### config.mk
export PLATFORM = sky130hd
export DESIGN_NAME = tc_dual_timer
export DESIGN_NICKNAME = d
export VERILOG_FILES = /design/src/logic/tc_pkg.sv /design/src/logic/tc_dual_timer.sv /design/src/logic/tc_pin_sync.sv /design/src/logic/tc_toggle_out.sv
export SDC_FILE = /design/constraint.sdc
export NUM_CORES = 1
export LEC_CHECK = 0
export ABC_AREA = 0
export BUFFER_PORTS_ARGS = -buffer_cell sky130_fd_sc_hd__buf_2
export CORE_UTILIZATION = 35
export DETAILED_ROUTE_END_ITERATION = 12
export GPL_TIMING_DRIVEN = 0
export PLACE_DENSITY_LB_ADDON = 0.08
export SLEW_MARGIN = 20
export SYNTH_ARGS = -nofsm -noshare
export SYNTH_HDL_FRONTEND = slang
export SYNTH_SLANG_ARGS = --single-unit
### constraint.sdc
create_clock -name i_clk -period 3.09 [get_ports i_clk]
set_input_delay 0.618 -clock i_clk [delete_from_list [all_inputs] [get_ports i_clk]]
set_output_delay 0.618 -clock i_clk [all_outputs]
set_load 0.005 [all_outputs]
### src/logic/tc_pkg.sv
// Shared types and constants of the dual timer/counter block.
// Assumes one 50 MHz clock; one clock edge is one machine cycle.
`default_nettype none

package tc_pkg;

  localparam int          TC_NTMR       = 2;
  localparam int          TC_CLK_HZ     = 50_000_000;

  // Mode codes of each timer
  localparam logic [2:0]  TC_MODE_13    = 3'h0;
  localparam logic [2:0]  TC_MODE_16    = 3'h1;
  localparam logic [2:0]  TC_MODE_RLD   = 3'h2;
  localparam logic [2:0]  TC_MODE_SPLIT = 3'h3;
  localparam logic [2:0]  TC_MODE_PWM   = 3'h6;

  // Mode 0 prescaler width (divide by 32) and PWM period in timer clocks
  localparam int          TC_PRESC_BITS = 5;
  localparam int          TC_PWM_PERIOD = 256;

  // Reset values
  localparam logic [15:0] TC_COUNT_RST  = 16'h0000;
  localparam logic        TC_PIN_RST    = 1'h1;

  // Per-timer control bits
  typedef struct packed {
    logic       run;      // Count enable
    logic       cnt_sel;  // 1: count pin falling edges, 0: machine cycles
    logic [2:0] mode;     // Mode code
    logic       tgl_en;   // Overflow toggle on the count pin
    logic       irq_en;   // Overflow interrupt enable
  } tc_ctrl_t;

  // Count register pair
  typedef struct packed {
    logic [7:0] th;
    logic [7:0] tl;
  } tc_count_t;

endpackage

`default_nettype wire

### src/logic/tc_dual_timer.sv
// Two timer/counters with shared count/toggle pins and overflow flags.
// Assumes control inputs are synchronous to i_clk; pins are asynchronous.
//
// Functional notes
// - Timer mode adds one every machine cycle
// - Counter mode adds one per pin fall
// - Count pin sampled once per machine cycle
// - Modes 0,1,2,3,6; mode 3 differs
// - Mode 0: 8-bit count, divide-by-32 prescaler
// - Mode 1: full 16-bit count
// - Mode 2: 8-bit count with auto-reload
// - Timer 1 mode 3 halts and holds
// - Timer 0 mode 3 splits into two
// - Timer 1 overflow still feeds baud tick
// - Mode 6 PWM, 256-clock period
// - Overflow toggles the shared count pin
// - Toggle output high before first overflow
`default_nettype none

module tc_dual_timer (
  input  wire logic                         i_clk,
  input  wire logic                         i_reset_n,
  input  wire tc_pkg::tc_ctrl_t  [1:0]      i_ctrl,
  input  wire logic              [1:0]      i_load,
  input  wire tc_pkg::tc_count_t [1:0]      i_load_val,
  input  wire logic              [1:0]      i_flag_clr,
  input  wire logic                         i_first_count_toggle_pin,
  input  wire logic                         i_second_count_toggle_pin,
  output logic                              o_first_count_toggle_pin,
  output logic                              o_first_count_toggle_pin_oe_n,
  output logic                              o_second_count_toggle_pin,
  output logic                              o_second_count_toggle_pin_oe_n,
  output tc_pkg::tc_count_t      [1:0]      o_count,
  output logic                   [1:0]      o_ovf_flag,
  output logic                   [1:0]      o_irq,
  output logic                              o_baud_tick
);
  import tc_pkg::*;

  logic              rst_meta_q;
  logic              rst_n_q;
  logic      [1:0]   pin_in;
  logic      [1:0]   fall;
  logic      [1:0]   pin_out;
  logic      [1:0]   pin_oe_n;
  tc_count_t [1:0]   cnt_q;
  tc_count_t [1:0]   cnt_d;
  logic      [1:0]   inc;
  logic      [1:0]   ovf_main;
  logic              ovf_split_hi;
  logic      [1:0]   flag_set;
  logic      [1:0]   pwm_en;
  logic      [1:0]   pwm_lvl;
  logic      [15:0]  cat [2];
  logic              t0_split;

  // Reset release through two flops; assertion is asynchronous
  always_ff @(posedge i_clk or negedge i_reset_n) begin
    if (!i_reset_n) begin
      rst_meta_q <= 1'b0;
      rst_n_q    <= 1'b0;
    end else begin
      rst_meta_q <= 1'b1;
      rst_n_q    <= rst_meta_q;
    end
  end

  assign pin_in   = {i_second_count_toggle_pin, i_first_count_toggle_pin};
  assign t0_split = (i_ctrl[0].mode == TC_MODE_SPLIT);

  genvar gi;
  generate
    for (gi = 0; gi < TC_NTMR; gi++) begin : g_tmr
      logic [12:0] c13;
      logic [15:0] c16;
      logic [7:0]  tl1;
      logic [7:0]  th1;
      logic        split_hi_inc;

      tc_pin_sync u_sync (
        .i_clk   (i_clk),
        .i_rst_n (rst_n_q),
        .i_pin   (pin_in[gi]),
        .o_fall  (fall[gi])
      );

      // Incremented copies of the count in each width
      assign c13 = {cnt_q[gi].th, cnt_q[gi].tl[TC_PRESC_BITS-1:0]} + 13'h0001;
      assign c16 = {cnt_q[gi].th, cnt_q[gi].tl} + 16'h0001;
      assign tl1 = cnt_q[gi].tl + 8'h01;
      assign th1 = cnt_q[gi].th + 8'h01;
      assign cat[gi] = {cnt_q[gi].th, cnt_q[gi].tl};

      assign inc[gi] = i_ctrl[gi].run & (i_ctrl[gi].cnt_sel ? fall[gi] : 1'b1);

      // Upper byte of split timer 0 counts cycles under timer 1's run bit
      if (gi == 0) begin : g_hi
        assign split_hi_inc = t0_split & i_ctrl[1].run;
      end else begin : g_nohi
        assign split_hi_inc = 1'b0;
      end

      always_comb begin
        cnt_d[gi]    = cnt_q[gi];
        ovf_main[gi] = 1'b0;
        pwm_en[gi]   = 1'b0;
        pwm_lvl[gi]  = 1'b0;
        case (i_ctrl[gi].mode)
          TC_MODE_13: begin
            if (inc[gi]) begin
              {cnt_d[gi].th, cnt_d[gi].tl[TC_PRESC_BITS-1:0]} = c13;
              ovf_main[gi] = (c13 == 13'h0000);
            end
          end
          TC_MODE_16: begin
            if (inc[gi]) begin
              cnt_d[gi]    = c16;
              ovf_main[gi] = (c16 == 16'h0000);
            end
          end
          TC_MODE_RLD: begin
            if (inc[gi]) begin
              cnt_d[gi].tl = (tl1 == 8'h00) ? cnt_q[gi].th : tl1;
              ovf_main[gi] = (tl1 == 8'h00);
            end
          end
          TC_MODE_SPLIT: begin
            if (gi == 0) begin
              if (inc[gi]) begin
                cnt_d[gi].tl = tl1;
                ovf_main[gi] = (tl1 == 8'h00);
              end
              if (split_hi_inc) begin
                cnt_d[gi].th = th1;
              end
            end
          end
          // PWM over 256 clocks
          // Low byte wraps freely; high byte is the compare level
          TC_MODE_PWM: begin
            pwm_en[gi]  = 1'b1;
            pwm_lvl[gi] = (cnt_q[gi].tl < cnt_q[gi].th);
            if (inc[gi]) begin
              cnt_d[gi].tl = tl1;
              ovf_main[gi] = (tl1 == 8'h00);
            end
          end
          // Unused codes hold the count
          default: begin
            cnt_d[gi] = cnt_q[gi];
          end
        endcase
      end

      // Count register; a load takes priority over counting
      always_ff @(posedge i_clk or negedge rst_n_q) begin
        if (!rst_n_q) begin
          cnt_q[gi] <= TC_COUNT_RST;
        end else if (i_load[gi]) begin
          cnt_q[gi] <= i_load_val[gi];
        end else begin
          cnt_q[gi] <= cnt_d[gi];
        end
      end

      // Sticky overflow flag
      // Set wins over a clear in the same cycle, so no overflow is lost
      always_ff @(posedge i_clk or negedge rst_n_q) begin
        if (!rst_n_q) begin
          o_ovf_flag[gi] <= 1'b0;
          o_irq[gi]      <= 1'b0;
        end else begin
          o_ovf_flag[gi] <= (o_ovf_flag[gi] & ~i_flag_clr[gi]) | flag_set[gi];
          o_irq[gi]      <= ((o_ovf_flag[gi] & ~i_flag_clr[gi]) | flag_set[gi]) & i_ctrl[gi].irq_en;
        end
      end

      tc_toggle_out u_tgl (
        .i_clk      (i_clk),
        .i_rst_n    (rst_n_q),
        .i_tgl_en   (i_ctrl[gi].tgl_en),
        .i_ovf      (ovf_main[gi] & ~i_load[gi]),
        .i_pwm_en   (pwm_en[gi]),
        .i_pwm_lvl  (pwm_lvl[gi]),
        .o_pin      (pin_out[gi]),
        .o_pin_oe_n (pin_oe_n[gi])
      );

      if (gi == 1) begin : g_halt

      end
    end
  endgenerate

  // Upper half of split timer 0 wraps from ff while timer 1's run bit is set
  // Kept outside the loop so only one process drives it
  assign ovf_split_hi = t0_split & i_ctrl[1].run & (cnt_q[0].th == 8'hff);

  // Split flags
  // In split mode the upper half of timer 0 owns timer 1's flag
  assign flag_set[0] = ovf_main[0] & ~i_load[0];
  assign flag_set[1] = t0_split ? (ovf_split_hi & ~i_load[0]) : (ovf_main[1] & ~i_load[1]);

  // Timer 1 baud tick
  // Taken from timer 1 itself, so split timer 0 never steals it
  always_ff @(posedge i_clk or negedge rst_n_q) begin
    if (!rst_n_q) begin
      o_baud_tick <= 1'b0;
    end else begin
      o_baud_tick <= ovf_main[1] & ~i_load[1];
    end
  end

  // Pin and count outputs, all from flops
  assign o_first_count_toggle_pin       = pin_out[0];
  assign o_first_count_toggle_pin_oe_n  = pin_oe_n[0];
  assign o_second_count_toggle_pin      = pin_out[1];
  assign o_second_count_toggle_pin_oe_n = pin_oe_n[1];
  assign o_count                        = cnt_q;
endmodule

`default_nettype wire

### src/logic/tc_pin_sync.sv
// Three-flop synchroniser with falling edge detect for one count pin.
// Assumes an asynchronous pin and the block's synchronised reset.
`default_nettype none

module tc_pin_sync (
  input  wire logic i_clk,
  input  wire logic i_rst_n,
  input  wire logic i_pin,
  output logic      o_fall
);
  import tc_pkg::*;

  logic s1_q;
  logic s2_q;
  logic s3_q;
  logic filt_q;

  // Sync chain; first stage feeds only the second
  always_ff @(posedge i_clk or negedge i_rst_n) begin
    if (!i_rst_n) begin
      s1_q <= TC_PIN_RST;
      s2_q <= TC_PIN_RST;
      s3_q <= TC_PIN_RST;
    end else begin
      s1_q <= i_pin;
      s2_q <= s1_q;
      s3_q <= s2_q;
    end
  end

  // One sample per cycle
  // Level accepted only when two stages agree, filters single-cycle glitches
  always_ff @(posedge i_clk or negedge i_rst_n) begin
    if (!i_rst_n) begin
      filt_q <= TC_PIN_RST;
      o_fall <= 1'b0;
    end else begin
      if (s2_q == s3_q) begin
        filt_q <= s3_q;
      end
      o_fall <= (s2_q == s3_q) & ~s3_q & filt_q;
    end
  end
endmodule

`default_nettype wire

### src/logic/tc_toggle_out.sv
// Drive side of one shared count/toggle pin: overflow toggle or PWM level.
// Assumes overflow and PWM level come from the same clock domain.
`default_nettype none

module tc_toggle_out (
  input  wire logic i_clk,
  input  wire logic i_rst_n,
  input  wire logic i_tgl_en,
  input  wire logic i_ovf,
  input  wire logic i_pwm_en,
  input  wire logic i_pwm_lvl,
  output logic      o_pin,
  output logic      o_pin_oe_n
);
  import tc_pkg::*;

  // High before first overflow
  // Held high while off, so switching on starts from a high level
  always_ff @(posedge i_clk or negedge i_rst_n) begin
    if (!i_rst_n) begin
      o_pin      <= TC_PIN_RST;
      o_pin_oe_n <= 1'b1;
    end else begin
      o_pin_oe_n <= ~(i_tgl_en | i_pwm_en);
      if (i_pwm_en) begin
        o_pin <= i_pwm_lvl;
      end else if (!i_tgl_en) begin
        o_pin <= TC_PIN_RST;
      end else if (i_ovf) begin
        o_pin <= ~o_pin;
      end
    end
  end
endmodule

`default_nettype wire

==> summary.md <==
| Metric | Value |
|---|---|
| Status | `complete, no violations` |
| Post-synth ARST share | `1.00` |
| Max reg flops | `32` |
| Clock sinks | `53` |
| Core Area | `12000 sq um` |
| Routed wire length | `13900 um` |
| Share of cells above drive strength 1 | `0.248` |
| Largest cells by area after synthesis | `dfrtp_1 24%, dfstp_2 7.3%, ha_1 6.1%` |
| Grt ovf | `0` |
| Setup crit end kind | `flop` |
| Post-synthesis net count | `600` |
| DR iter-0 viols | `349` |
| Fmax | `351 MHz` |
| Multi-input gate area | `2680 sq um` |
| CTS tree | `done` |
| Seq cells post-synth | `53` |
| Worst-Skew Late Latency | `0.32 ns` |
| Initial core utilization | `0.359` |
| Post-CTS setup buffer count | `0` |
| Worst Path Arrival | `3.06 ns` |
| Antenna cell count | `0` |
| # port buffers | `93` |
| Pin count of the biggest net entering global routing | `52` |
| DP HPWL | `10600 um` |
| Detailed-route wire length per cell | `18.0 um` |
| Filler cells | `1250` |
| Final setup viols | `0` |
| Post-cts gate resize count | `0` |
| First-pass GRT wire length | `22400 um` |
| Synth Area per Inst | `8.22 sq um` |
| Area leader, netlist | `dfrtp_1` |
| Die area | `12800 sq um` |
| Worst Setup Start Kind | `flop` |
| Slew HR | `0.466` |
| Final min period | `2.85 ns` |
| Slew @ Worst Pin | `0.801 ns` |
| CTS Buf Count | `5` |
| Layout Cells excl Fill | `773` |
| Placed cell area | `4970 sq um` |
| DR vias/cell | `5.74` |
| Via count | `4438` |
| Die height | `113 um` |
| DRT Pass-1 Iters | `5` |
| Max Cap Viol | `0` |
| Power per Cell Area | `418 nW/um^2` |
| Drt drc | `0` |
| H-tree Lvls | `2` |
| Prevailing post-synth register cell | `dfrtp_1` |
| Antenna Nets Post-Route | `0` |
| Gr usage total | `0.225` |
| Peak VDD IR | `245 uV` |
| CP required | `3.30 ns` |
| Leakage | `2.24 nW` |
| # IOs | `95` |
| Synth Cell Area | `4320 sq um` |
| Reg area | `1350 sq um` |
| Row count | `40` |
| Finished Cell Area | `5130 sq um` |
| Vias in the first global route | `4109` |
| Sequential fraction of the synthesis area | `0.311` |
| Die width | `113 um` |
| Slew Limit Fails | `0` |
| Hold_buf cts | `0` |
| Longest Clk Path Bufs | `2` |
| Nets | `700` |
| Unrepaired setup endpoints after global routing | `false` |
| Initial antenna violation count | `0` |
| WS Path Type | `flop to flop` |
| Routability cong. | `0.889` |
| Worst hold path type | `primary input to async pin` |
| P&R area growth vs syn | `18.9%` |
| Distinct cells, synth | `71` |
| Worst-path maximum fanout | `10` |
| Clk slew on worst S/H paths | `0.08 ns` |
| Tcrit/Tclk final | `0.922` |
| Fin. Hold Viols | `0` |
| Yosys warning count | `0` |
| Worst Skew | `0.0110 ns` |
| Cells after DPL | `765` |
| Post-Syn Instances | `525` |
| Root Buffer | `clkbuf_16` |
| Post-synth EDFFs | `0` |
| Area fraction of the dominant cell type after synthesis | `0.238` |
| Fin Setup TNS | `0 ns` |
-- synthesized netlist by cell type, drive strengths merged, types with 11 or more instances --
cell / n
a31oi: 11
o21ai: 31
nor3: 17
nand4: 16
clkbuf: 13
nor2: 32
xnor2: 22
a211oi: 11
dfrtp: 41
nand3: 23
inv: 26
nand2: 56
buf: 21
ha: 21
dfstp: 12
a21oi: 37
-- worst max-delay path: stages, from the launching register on --
cell and delay, ns:
dfrtp_1 0.55, ha_1 0.34, and4_1 0.36, nand4_1 0.29, o211ai_1 0.27, a21oi_1 0.11, a41oi_1 0.46, nand3_1 0.18
and2_1 0.19
-- cell type report --
class	instances	area share
Buffer	34	0.0392
Clock buffer	5	0.0244
Clock inverter	3	0.00561
Inverter	28	0.0205
Multi-Input combinational cell	410	0.522
Sequential cell	53	0.262
Tap cell	147	0.0358
Timing Repair Buffer	93	0.0907
-- cells by family (layout without fill, tap and decap cells) --
logic type                 count (synthesis)  in the layout  synth area share
buffers and inverters                     62            163            0.0710
DFF                                       53             53             0.311
adders and majority gates                 21             21            0.0609
xor gates and xnor gates                  22             22            0.0446
other                                      1              1          0.000868
AOI/OAI and AO/OA                        166            166             0.266
and+or+nand+nor                          192            192             0.227
muxes                                      8              8            0.0188
-- path summary, 6_finish.rpt --
kind                                             endpoint                            from  depth (start not counted)  slack [ns]
setup / recovery                       o_irq[0]$_DFF_PN0_          o_count[1]$_DFFE_PN0P_                          8        0.24
hold / removal                          rst_n_q$_DFF_PN0_                       i_reset_n                          1        0.07
setup reg to reg                       o_irq[0]$_DFF_PN0_          o_count[1]$_DFFE_PN0P_                          8        0.24
hold reg to reg            g_tmr[0].u_sync.s2_q$_DFF_PN1_  g_tmr[0].u_sync.s1_q$_DFF_PN1_                          0        0.36
max in group asynchronous         o_count[18]$_DFFE_PN0P_               rst_n_q$_DFF_PN0_                          0        2.24
min in group i_clk         g_tmr[0].u_sync.s2_q$_DFF_PN1_  g_tmr[0].u_sync.s1_q$_DFF_PN1_                          0        0.36
-- placed cells by master, fill, tap and decap left out, types with 6 or more instances in the layout --
master,n
dfstp_2,12
o21a_1,6
clkbuf_1,9
dfrtp_1,40
nand2_1,56
o31ai_1,8
nand4_1,16
a31oi_1,11
nor2_1,32
and3_1,7
nor3_1,17
and2_1,7
o22ai_1,7
ha_1,21
buf_6,6
o211ai_1,7
a21o_1,7
a211oi_1,10
a21oi_1,35
o21ai_0,28
a211o_1,6
nand3_1,22
mux2i_1,7
inv_1,26
buf_2,103
xnor2_1,22
-- report_power, final --
| part | leakage [nW] | switching [mW] | internal (mW) | total [mW] |
|---|---|---|---|---|
| combinational | 1.54 | 0.369 | 0.272 | 0.640 |
| sequential | 0.628 | 0.104 | 0.765 | 0.869 |
| clock | 0.0767 | 0.322 | 0.314 | 0.636 |
| total | 2.24 | 0.794 | 1.35 | 2.15 |
-- layer usage --
layer	up-vias	track usage	part of all wire
met4	0	0.0579	0.014
met5	-	0	0
met2	183	0.329	0.42
met3	17	0.0530	0.078
li1	2147	-	-
met1	2091	0.331	0.49
-- metrics by stage --
stage	utilization	hold WS, ns	power [mW]	setup WS (ns)
2_1_floorplan	-	0.322	1.27	0.796
3_5_place_dp	0.414	0.340	1.51	0.200
5_1_grt	0.427	0.0651	2.28	0.0511
4_1_cts	0.427	0.0641	2.16	0.160
6_report	0.427	0.0717	2.15	0.240
3_3_place_gp	0.414	0.338	1.50	0.193
Power figures use the tool's default switching activity.
